## src/core/pad_cfg_defines.svh

```systemverilog
/*
  Offsets, slot numbers, field positions, masks and reset values of the
  port pad configuration register bank.
  Assumes one inclusion per compilation unit; guarded against repeats.
*/
// What this block does
// - Open-drain bit clear gives push-pull, resets clear
// - Open-drain bit set drives the line low only
// - One open-drain bit per line, ports 2,3,4,6,7,8
// - Open-drain registers live in extended register space
// - Level select bits map port bytes 0..7
// - Low-byte bit picks standard or hysteresis levels
// - High-byte bit picks standard or hysteresis levels
// - Direction and output mode ignore threshold choice
// - Two-bit edge-rate field per nibble
// - Two-bit drive-strength field per nibble
// - Edge codes: fast, slow, two reserved
// - Drive codes: max, dynamic, reduced, reserved
// - Nibble fields at bits 1:0,3:2,5:4,7:6
// - Eight-bit port control reads zero high byte
// - Long and short address both reach each register
// - Pins latched into input latch every state time
`ifndef PAD_CFG_DEFINES_SVH
`define PAD_CFG_DEFINES_SVH

// ==========================================================
// Register indices (byte address is four times the index)
`define IDX_OUT_CTRL_P0L 16'hF080
`define IDX_OUT_CTRL_P0H 16'hF082
`define IDX_OUT_CTRL_P1L 16'hF084
`define IDX_OUT_CTRL_P1H 16'hF086
`define IDX_OUT_CTRL_P2 16'hF088
`define IDX_OUT_CTRL_P3 16'hF08A
`define IDX_OUT_CTRL_P4 16'hF08C
`define IDX_OUT_CTRL_P6 16'hF08E
`define IDX_OUT_CTRL_P7 16'hF090
`define IDX_OUT_CTRL_P8 16'hF092
`define IDX_INPUT_LEVEL 16'hF1C4
`define IDX_OD_P2 16'hF1C2
`define IDX_OD_P3 16'hF1C6
`define IDX_OD_P4 16'hF1CA
`define IDX_OD_P6 16'hF1CE
`define IDX_OD_P7 16'hF1D2
`define IDX_OD_P8 16'hF1D6
// Short address n maps to extended index base + 2n
`define EXT_SPACE_BASE 16'hF000

// ==========================================================
// Writable bit masks
`define MASK_BYTE_PORT 16'h00FF
`define MASK_WORD_PORT 16'hFFFF
`define MASK_PORT3 16'hBFFF
`define MASK_INPUT_LEVEL 16'h00DF

// ==========================================================
// Reset values
`define RESET_REG 16'h0000

// ==========================================================
// Timing, bus response codes and empty slot marker
`define STATE_TIME_CYCLES 1
`define AXI_RESP_OKAY 2'h0
`define AXI_RESP_SLVERR 2'h2
`define SLOT_NONE 5'h1F

`endif

```

## src/core/pad_cfg_pkg.sv

```systemverilog
/*
  Types shared by the pad configuration register bank.
  Assumes nothing of its surroundings.
*/
package pad_cfg_pkg;
  // ========================================================
  // Edge-rate field codes
  typedef enum logic [1:0] {
    EDGE_FAST = 2'h0,
    EDGE_SLOW = 2'h1,
    EDGE_RSV2 = 2'h2,
    EDGE_RSV3 = 2'h3
  } edge_code_e;

  // ========================================================
  // Drive-strength field codes
  typedef enum logic [1:0] {
    DRIVE_HIGH = 2'h0,
    DRIVE_DYNAMIC = 2'h1,
    DRIVE_LOW = 2'h2,
    DRIVE_RSV3 = 2'h3
  } drive_code_e;
endpackage

```

## src/core/port_pad_config_registers.sv

```systemverilog
/*
  Pad configuration register bank for the general purpose ports: open-drain
  selects, input threshold selects and per-nibble edge and drive fields,
  reached over an AXI4-Lite slave, with registered pad control outputs.
  Assumes a single clock aclk, synchronous active-low reset, pins arriving
  asynchronously, and port data/direction coming from logic on aclk.
*/
`timescale 1ns/10ps
`include "pad_cfg_defines.svh"

module port_pad_config_registers #(
  parameter int ADDR_W = 18,
  parameter int NIBBLES = 24,
  parameter int LINES = 64
) (
  // Clock, reset, enable
  input wire logic aclk,
  input wire logic aresetn,
  input wire logic ce,
  // AXI4-Lite write address
  input wire logic awvalid,
  output logic awready,
  input wire logic [ADDR_W-1:0] awaddr,
  input wire logic [2:0] awprot,
  // AXI4-Lite write data
  input wire logic wvalid,
  output logic wready,
  input wire logic [31:0] wdata,
  input wire logic [3:0] wstrb,
  // AXI4-Lite write response
  output logic bvalid,
  input wire logic bready,
  output logic [1:0] bresp,
  // AXI4-Lite read address
  input wire logic arvalid,
  output logic arready,
  input wire logic [ADDR_W-1:0] araddr,
  input wire logic [2:0] arprot,
  // AXI4-Lite read data
  output logic rvalid,
  input wire logic rready,
  output logic [31:0] rdata,
  output logic [1:0] rresp,
  // Port logic on aclk: output data and direction per line
  input wire logic [LINES-1:0] port_out_data,
  input wire logic [LINES-1:0] port_dir_out,
  // Raw pin levels
  input wire logic [LINES-1:0] pin_in,
  // Pad driver controls per line
  output logic [LINES-1:0] pad_out,
  output logic [LINES-1:0] pad_oe,
  output logic [LINES-1:0] pad_open_drain,
  output logic [LINES-1:0] pin_latch,
  // Threshold select per port byte
  output logic [7:0] byte_hysteresis,
  // Per-nibble driver characteristics
  output logic [NIBBLES-1:0] nibble_edge_slow,
  output logic [NIBBLES-1:0] nibble_drive_dynamic,
  output logic [NIBBLES-1:0] nibble_drive_low
);

  localparam int SLOTS = 17;

  // ========================================================
  // Address to register slot
  // Short addresses fold onto the extended space at base + 2n
  function automatic logic [15:0] to_phys(input logic [15:0] idx);
    logic [15:0] p;
    p = idx;
    if (idx[15:8] == 8'h00) begin
      p = `EXT_SPACE_BASE + {7'h00, idx[7:0], 1'b0};
    end
    return p;
  endfunction

  // Slot numbers 0..9 output control, 10 level select, 11..16 open drain
  function automatic logic [4:0] slot_of(input logic [15:0] phys);
    logic [4:0] s;
    s = `SLOT_NONE;
    case (phys)
      `IDX_OUT_CTRL_P0L: s = 5'h00;
      `IDX_OUT_CTRL_P0H: s = 5'h01;
      `IDX_OUT_CTRL_P1L: s = 5'h02;
      `IDX_OUT_CTRL_P1H: s = 5'h03;
      `IDX_OUT_CTRL_P2: s = 5'h04;
      `IDX_OUT_CTRL_P3: s = 5'h05;
      `IDX_OUT_CTRL_P4: s = 5'h06;
      `IDX_OUT_CTRL_P6: s = 5'h07;
      `IDX_OUT_CTRL_P7: s = 5'h08;
      `IDX_OUT_CTRL_P8: s = 5'h09;
      `IDX_INPUT_LEVEL: s = 5'h0A;
      `IDX_OD_P2: s = 5'h0B;
      `IDX_OD_P3: s = 5'h0C;
      `IDX_OD_P4: s = 5'h0D;
      `IDX_OD_P6: s = 5'h0E;
      `IDX_OD_P7: s = 5'h0F;
      `IDX_OD_P8: s = 5'h10;
      default: s = `SLOT_NONE;
    endcase
    return s;
  endfunction

  // Writable bits of each slot; all other bits read as zero
  function automatic logic [15:0] mask_of(input logic [4:0] s);
    logic [15:0] m;
    m = 16'h0000;
    case (s)
      5'h04, 5'h05: m = `MASK_WORD_PORT; // 16-bit ports, four nibbles
      5'h0A: m = `MASK_INPUT_LEVEL;
      5'h0B: m = `MASK_WORD_PORT;
      5'h0C: m = `MASK_PORT3; // Line 14 of port 3 absent
      default: m = (s < 5'h11) ? `MASK_BYTE_PORT : 16'h0000;
    endcase
    return m;
  endfunction

  // ========================================================
  // Register storage and bus state
  logic [15:0] reg_q [0:SLOTS-1];
  logic awready_q;
  logic wready_q;
  logic aw_have_q;
  logic w_have_q;
  logic [15:0] aw_idx_q;
  logic [15:0] w_data_q;
  logic [1:0] w_strb_q;
  logic bvalid_q;
  logic [1:0] bresp_q;
  logic arready_q;
  logic rvalid_q;
  logic [31:0] rdata_q;
  logic [1:0] rresp_q;

  // ========================================================
  // Write channel handshakes and commit
  // Address and data may come in either order; the commit waits for both,
  // and the readies stay low until the response is taken, so one write at a time
  wire [15:0] aw_index = awaddr[ADDR_W-1:2]; // Byte address bits 1:0 unused
  wire aw_take = awvalid & awready_q;
  wire w_take = wvalid & wready_q;
  wire do_write = aw_have_q & w_have_q;
  wire [4:0] wr_slot = slot_of(to_phys(aw_idx_q));
  wire wr_hit = (wr_slot != `SLOT_NONE);
  wire [15:0] strb_bits = {{8{w_strb_q[1]}}, {8{w_strb_q[0]}}};
  wire [15:0] wr_mask = mask_of(wr_slot) & strb_bits;
  wire [1:0] wr_resp = wr_hit ? `AXI_RESP_OKAY : `AXI_RESP_SLVERR; // Unmapped index refused
  wire aw_have_d = (aw_have_q & ~do_write) | aw_take;
  wire w_have_d = (w_have_q & ~do_write) | w_take;
  wire bvalid_d = do_write | (bvalid_q & ~bready);
  wire awready_d = ~aw_have_d & ~bvalid_d;
  wire wready_d = ~w_have_d & ~bvalid_d;

  // ========================================================
  // Read channel decode
  // Read word built here and registered at the address handshake, so it holds while rready waits
  wire [15:0] ar_index = araddr[ADDR_W-1:2];
  wire ar_take = arvalid & arready_q;
  wire [4:0] rd_slot = slot_of(to_phys(ar_index));
  wire rd_hit = (rd_slot != `SLOT_NONE);
  wire [15:0] rd_val = rd_hit ? (reg_q[rd_slot] & mask_of(rd_slot)) : 16'h0000;
  wire [31:0] rd_word = {16'h0000, rd_val}; // Upper half always zero
  wire [1:0] rd_resp = rd_hit ? `AXI_RESP_OKAY : `AXI_RESP_SLVERR;
  wire rvalid_d = ar_take | (rvalid_q & ~rready);
  wire arready_d = ~rvalid_d;

  // Write address and data held flags
  always_ff @(posedge aclk) begin
    if (!aresetn) begin
      aw_have_q <= 1'b0;
      w_have_q <= 1'b0;
    end else if (ce) begin
      aw_have_q <= aw_have_d;
      w_have_q <= w_have_d;
    end
  end

  // Write address and data capture
  always_ff @(posedge aclk) begin
    if (!aresetn) begin
      aw_idx_q <= 16'h0000;
      w_data_q <= 16'h0000;
      w_strb_q <= 2'h0;
    end else if (ce) begin
      if (aw_take) begin
        aw_idx_q <= aw_index;
      end
      if (w_take) begin
        w_data_q <= wdata[15:0];
        w_strb_q <= wstrb[1:0];
      end
    end
  end

  // Write response and ready flags
  always_ff @(posedge aclk) begin
    if (!aresetn) begin
      awready_q <= 1'b1;
      wready_q <= 1'b1;
      bvalid_q <= 1'b0;
      bresp_q <= `AXI_RESP_OKAY;
    end else if (ce) begin
      awready_q <= awready_d;
      wready_q <= wready_d;
      bvalid_q <= bvalid_d;
      if (do_write) begin
        bresp_q <= wr_resp;
      end
    end
  end

  // Register array update; reserved edge and drive codes stored as written
  // Only strobed, writable bits change, so unimplemented bits always read zero
  always_ff @(posedge aclk) begin
    if (!aresetn) begin
      for (int i = 0; i < SLOTS; i++) begin
        reg_q[i] <= `RESET_REG;
      end
    end else if (ce && do_write && wr_hit) begin
      reg_q[wr_slot] <= (reg_q[wr_slot] & ~wr_mask) | (w_data_q & wr_mask);
    end
  end

  // Read handshake flags
  always_ff @(posedge aclk) begin
    if (!aresetn) begin
      arready_q <= 1'b1;
      rvalid_q <= 1'b0;
    end else if (ce) begin
      arready_q <= arready_d;
      rvalid_q <= rvalid_d;
    end
  end

  // Read answer, captured at the address handshake
  always_ff @(posedge aclk) begin
    if (!aresetn) begin
      rdata_q <= 32'h0000_0000;
      rresp_q <= `AXI_RESP_OKAY;
    end else if (ce && ar_take) begin
      rdata_q <= rd_word;
      rresp_q <= rd_resp;
    end
  end

  // ========================================================
  // Flattened views of the stored fields
  // Nibble order: P0L,P0H,P1L,P1H two each, P2,P3 four each, P4,P6,P7,P8 two each
  wire [NIBBLES*4-1:0] nib_fields = {reg_q[9][7:0], reg_q[8][7:0], reg_q[7][7:0], reg_q[6][7:0],
                                     reg_q[5], reg_q[4], reg_q[3][7:0], reg_q[2][7:0],
                                     reg_q[1][7:0], reg_q[0][7:0]};
  // Line order: P2 [15:0], P3 [31:16], P4, P6, P7, P8 one byte each
  wire [15:0] od_p2 = reg_q[11];
  wire [15:0] od_p3 = reg_q[12] & `MASK_PORT3; // Line 14 has no pad
  wire [7:0] od_p4 = reg_q[13][7:0];
  wire [7:0] od_p6 = reg_q[14][7:0];
  wire [7:0] od_p7 = reg_q[15][7:0];
  wire [7:0] od_p8 = reg_q[16][7:0];
  wire [LINES-1:0] od_lines = {od_p8, od_p7, od_p6, od_p4, od_p3, od_p2};
  // Byte order: P2L, P2H, P3L, P3H, P4, P6 (none), P7, P8
  wire [15:0] level_bits = reg_q[10] & `MASK_INPUT_LEVEL;
  wire [7:0] hyst_bytes = level_bits[7:0];

  // Nibble field decode
  logic [NIBBLES-1:0] edge_slow_d;
  logic [NIBBLES-1:0] drive_dyn_d;
  logic [NIBBLES-1:0] drive_low_d;
  for (genvar k = 0; k < NIBBLES; k++) begin : g_nib
    wire [1:0] edge_code = nib_fields[4*k+1 -: 2];
    wire [1:0] drive_code = nib_fields[4*k+3 -: 2];
    // Reserved codes fall back to fast edge and full strength
    assign edge_slow_d[k] = (edge_code == pad_cfg_pkg::EDGE_SLOW);
    assign drive_dyn_d[k] = (drive_code == pad_cfg_pkg::DRIVE_DYNAMIC);
    assign drive_low_d[k] = (drive_code == pad_cfg_pkg::DRIVE_LOW);
  end

  // Line driver decode, independent of threshold selection
  // Open drain: a one releases the pad to the outside pull-up, a zero pulls low
  wire [LINES-1:0] oe_d = port_dir_out & ~(od_lines & port_out_data);
  wire [LINES-1:0] out_d = port_out_data & ~od_lines;

  // ========================================================
  // Pin synchroniser and input latch
  logic [LINES-1:0] pin_meta_q;
  logic [LINES-1:0] pin_sync_q;
  logic [LINES-1:0] pin_latch_q;

  // State-time tick; the latch samples once per state time, in or out
  localparam int ST_CYC = `STATE_TIME_CYCLES;
  localparam int ST_W = (ST_CYC > 1) ? $clog2(ST_CYC) : 1;
  localparam logic [ST_W-1:0] ST_LAST = ST_W'(ST_CYC - 1);
  logic [ST_W-1:0] st_cnt_q;
  wire st_tick = (st_cnt_q == ST_LAST);
  wire [ST_W-1:0] st_cnt_d = st_tick ? ST_W'(0) : st_cnt_q + ST_W'(1);

  // State-time counter
  always_ff @(posedge aclk) begin
    if (!aresetn) begin
      st_cnt_q <= ST_W'(0);
    end else if (ce) begin
      st_cnt_q <= st_cnt_d;
    end
  end

  // Two-stage synchroniser then state-time latch
  // Pins are asynchronous: only the second stage feeds the latch
  always_ff @(posedge aclk) begin
    if (!aresetn) begin
      pin_meta_q <= '0;
      pin_sync_q <= '0;
      pin_latch_q <= '0;
    end else if (ce) begin
      pin_meta_q <= pin_in;
      pin_sync_q <= pin_meta_q;
      if (st_tick) begin
        pin_latch_q <= pin_sync_q;
      end
    end
  end

  // ========================================================
  // Registered pad controls
  logic [LINES-1:0] pad_out_q;
  logic [LINES-1:0] pad_oe_q;
  logic [LINES-1:0] pad_od_q;
  logic [7:0] hyst_q;
  logic [NIBBLES-1:0] edge_slow_q;
  logic [NIBBLES-1:0] drive_dyn_q;
  logic [NIBBLES-1:0] drive_low_q;

  // Line drivers follow data, direction and open-drain selects one cycle later
  // Registered so that pad controls never glitch while the decode settles
  always_ff @(posedge aclk) begin
    if (!aresetn) begin
      pad_out_q <= '0;
      pad_oe_q <= '0;
      pad_od_q <= '0;
    end else if (ce) begin
      pad_out_q <= out_d;
      pad_oe_q <= oe_d;
      pad_od_q <= od_lines;
    end
  end

  // Static pad settings follow the register contents one cycle later
  always_ff @(posedge aclk) begin
    if (!aresetn) begin
      hyst_q <= 8'h00;
      edge_slow_q <= '0;
      drive_dyn_q <= '0;
      drive_low_q <= '0;
    end else if (ce) begin
      hyst_q <= hyst_bytes;
      edge_slow_q <= edge_slow_d;
      drive_dyn_q <= drive_dyn_d;
      drive_low_q <= drive_low_d;
    end
  end

  // ========================================================
  // Output ports
  assign awready = awready_q;
  assign wready = wready_q;
  assign bvalid = bvalid_q;
  assign bresp = bresp_q;
  assign arready = arready_q;
  assign rvalid = rvalid_q;
  assign rdata = rdata_q;
  assign rresp = rresp_q;
  assign pad_out = pad_out_q;
  assign pad_oe = pad_oe_q;
  assign pad_open_drain = pad_od_q;
  assign pin_latch = pin_latch_q;
  assign byte_hysteresis = hyst_q;
  assign nibble_edge_slow = edge_slow_q;
  assign nibble_drive_dynamic = drive_dyn_q;
  assign nibble_drive_low = drive_low_q;

endmodule

```

## config.mk

```make
export PLATFORM = sky130hd
export DESIGN_NAME = port_pad_config_registers
export DESIGN_NICKNAME = d
export VERILOG_FILES = /design/src/core/pad_cfg_pkg.sv /design/src/core/port_pad_config_registers.sv
export VERILOG_INCLUDE_DIRS = /design/src /design/src/core
export SDC_FILE = /design/constraint.sdc
export NUM_CORES = 2
export LEC_CHECK = 0
export ABC_AREA = 1
export BUFFER_PORTS_ARGS = -buffer_cell sky130_fd_sc_hd__buf_2
export CELL_PAD_IN_SITES_DETAIL_PLACEMENT = 1
export CELL_PAD_IN_SITES_GLOBAL_PLACEMENT = 1
export CORE_MARGIN = 8
export CORE_UTILIZATION = 34
export DETAILED_ROUTE_END_ITERATION = 8
export PLACE_DENSITY = 0.74
export SLEW_MARGIN = 20
export SYNTH_ARGS = -nofsm -noshare
export SYNTH_HDL_FRONTEND = slang
export SYNTH_SLANG_ARGS = --single-unit
```

## constraint.sdc

```tcl
create_clock -name aclk -period 5.8 [get_ports aclk]
set_input_delay 1.16 -clock aclk [delete_from_list [all_inputs] [get_ports aclk]]
set_output_delay 1.16 -clock aclk [all_outputs]
set_load 0.02 [all_outputs]
```

==> out/results.ini <==
[synthesis]
synth.area.mux_share_pct=0
yosysWarnings=0
syn-cell-area_sq_mm=0.0453
ys_ff_latch=997
synth-xor-area-share_pct=0
seq_area_frac_synth_pct=54.6
yosysUniqueCellTypes=44
synthCells=5548
synth_area_per_cell_sq_um=8.16
synth_top_family_by_area=simple AND/OR/NAND/NOR gates
yosys.area_share.simple_pct=23.5
synthAdderAreaFrac_pct=0
synth_compound_area_share_pct=14.5

[worst_setup_path]
critPathSlowestCell=buf_4
critPathKind=register to register
startpoint_type=register
crit_family=simple AND/OR/NAND/NOR gates
arrival_ns=5.52
worstSetupEndpointType=register
path_buf_inv=4
cp_cell_sequence=nor2_1 > nand2_2 > nor2_8 > nand2_1 > o21ai_1 > nand2_1 > nor2_4 > nand3_1 > nand2_1 > inv_2 > nand3_2 > inv_2 > nand3_2 > buf_4 > o21ai_0 > nor2_1 > nor2_1 > nor2_1 > nand2_1 > nand3_4 > buf_12 > a21oi_1
slowest_delay_ns=0.53
cp_max_fo=29
crit_start=aw_idx_q[12]$_SDFFE_PN0P_
r2r_start=aw_idx_q[12]$_SDFFE_PN0P_
crit_required_ns=6.26

[power]
vdd_ir_drop_max_mv=0.298
power_density_mw_per_mm2=324
power.static_leakage_nw=24.5
total_power_mw=17.9

[sta]
drv_slew=0
fmax_ghz=0.198
final_hold_viol_count=0
fin_skew_ns=0.0812
fin_ws_ns=0.738
fin_setup_tns_ns=0
worst_slew_pin_slew_ns=1.22
finalCritPeriodShare_pct=87.3
rsz0062_at_grt=no
fin_crit_ns=5.06
slew_headroom_pct=18.8
finalSetupViolations=0

[routing]
ant_nets=0
drtPass1Iterations=5
drt-initial-drc-count=4677
vias=44400
routed_wl_microns=206000
drc_errors=0
wire_per_inst_microns=25.2
vias_per_cell=5.45

[finish]
drive_gt1_share_pct=16.2
nFillCells=16100
syn2layout_area_growth_pct=22.0
final_nets=6554

[floorplan]
io_pins=655
core.rowCount=134
die_h_microns=381
core_region_area_sq_mm=0.133
fp.dieW_microns=381
start_util_pct=34.1
die_area_sq_mm=0.145

[flow_run]
cap_violations=0

[global_routing]
grt_pass1_wl_microns=297000
first_global_vias=43900
grt_overflow_total=0
grt_usage_pct=26.9
antenna_found_initial=35
grt_max_degree=219

[place]
place_ws_ns=0.483
io_buffers=606
dp_hpwl_microns=145000
gp_congestion=0.927

[min_path]
hold_start=pad_oe[16]$_SDFFE_PN0P_
hp-class=register to register

[cts]
clockRootBuffer=clkbuf_16
numClockSinks=997
cts_resized=0
postCtsSetupRepairBufs=0
numCtsBuffers=112
clk_pin_slew_ns=0.06
clk_latency_ns=0.79
cts_buffer_depth=3
tritoncts=yes
htreeDepth=3
holdBufCountCts=0

[outcome]
outcome=completed

==> where the power goes <==
part	switching, mW	internal, mW
Clock	3.15	4.03
Combinational	1.69	0.771
Sequential	0.256	7.98
==> logic make-up after synthesis <==
kind of cell	Yosys count
and+or+nand+nor	2506
DFF	997
buffers and inverters	803
other	1
AOI/OAI and AO/OA	1241
==> path summary, 6_finish.rpt <==
kind / endpoint / slack, ns / cells past startpoint
worst min-delay path: pad_oe[16]$_SDFFE_PN0P_ / 0.46 / 2
worst max register to register: reg_q[5][4]$_SDFFCE_PN0P_ / 0.74 / 22
worst min register to register: pad_oe[16]$_SDFFE_PN0P_ / 0.46 / 2
worst max-delay path: reg_q[5][4]$_SDFFCE_PN0P_ / 0.74 / 22
==> worst min-delay path, stage by stage, from the launching register on <==
cell	delay (ns)
dfxtp_1	0.31
nand2_1	0.06
a21oi_1	0.05
==> Yosys cell counts, drive strengths merged <==
master | count | share of area (%)
o31ai | 1 | 0.017
nand3b | 14 | 0.23
inv | 414 | 3.4
clkinv | 3 | 0.025
nand4 | 189 | 2.6
nor2 | 934 | 7.9
o22ai | 53 | 0.73
nand2 | 1085 | 9.1
dfxtp | 521 | 23
buf | 142 | 1.9
edfxtp | 476 | 32
clkbuf | 244 | 2.0
nor4 | 2 | 0.028
a21oi | 553 | 6.2
a211oi | 34 | 0.56
nor3 | 12 | 0.13
o211a | 2 | 0.044
o211ai | 2 | 0.033
a22oi | 2 | 0.033
nand3 | 258 | 3.3
or2 | 7 | 0.097
and2 | 3 | 0.041
conb | 1 | 0.0083
nor3b | 2 | 0.033
o21ai | 554 | 6.2
o21a | 8 | 0.13
a21boi | 32 | 0.53
==> stage by stage <==
stage	util, %	instances	area (sq um)	hold WS [ns]
after floorplan	-	5771	46100	0.441
after global placement	38.8	7930	51500	0.443
after detailed placement	38.8	7930	51500	0.454
after CTS	41.5	8135	55200	0.464
after global routing	41.6	8151	55200	0.480
final	41.6	8155	55200	0.463
==> routing by layer <==
metal / GRT usage [%] / wire (microns)
met4: 12.6 / 10600
met2: 42.1 / 91500
met1: 34.7 / 82800
met5: 0 / 12
met3: 7.08 / 20700
==> sequential cells by signal, indices dropped and copies added (netlist names), 2 cells and up <==
register              cells
rdata                    16
pad_open_drain           63
nibble_drive_dynamic     24
pin_latch                64
aw_idx_q                 16
pad_oe                   64
pin_meta_q               64
reg_q                   476
w_data_q                 16
byte_hysteresis           7
nibble_drive_low         24
w_strb_q                  2
nibble_edge_slow         24
pin_sync_q               64
pad_out                  64
==> placed cells by master (no fill, tap or decap), types with 22 or more instances in the layout <==
cell,count
buf_12,44
o22ai_1,53
buf_4,127
a211oi_1,34
nand2_1,1077
inv_1,393
a21oi_1,546
nand4_1,189
conb_1,224
nand3_1,234
o21ai_0,518
a21boi_0,32
clkbuf_1,28
dfxtp_1,521
clkbuf_16,117
clkinv_2,22
o21ai_1,31
nor2_1,918
edfxtp_1,476
buf_2,604
==> area by class of cell <==
type                            instances  area, sq um  area share [%]
Antenna cell                           20         50.0          0.0907
Multi-Input combinational cell       3971        18100            32.7
Sequential cell                       997        24700            44.8
Timing Repair Buffer                  777         4890            8.85
Tap cell                             1768         2210            4.01
Clock inverter                         49          500           0.907
Inverter                              417         1580            2.86
Clock buffer                          156         3180            5.77
Note: power is estimated with default switching activity, not from simulation.
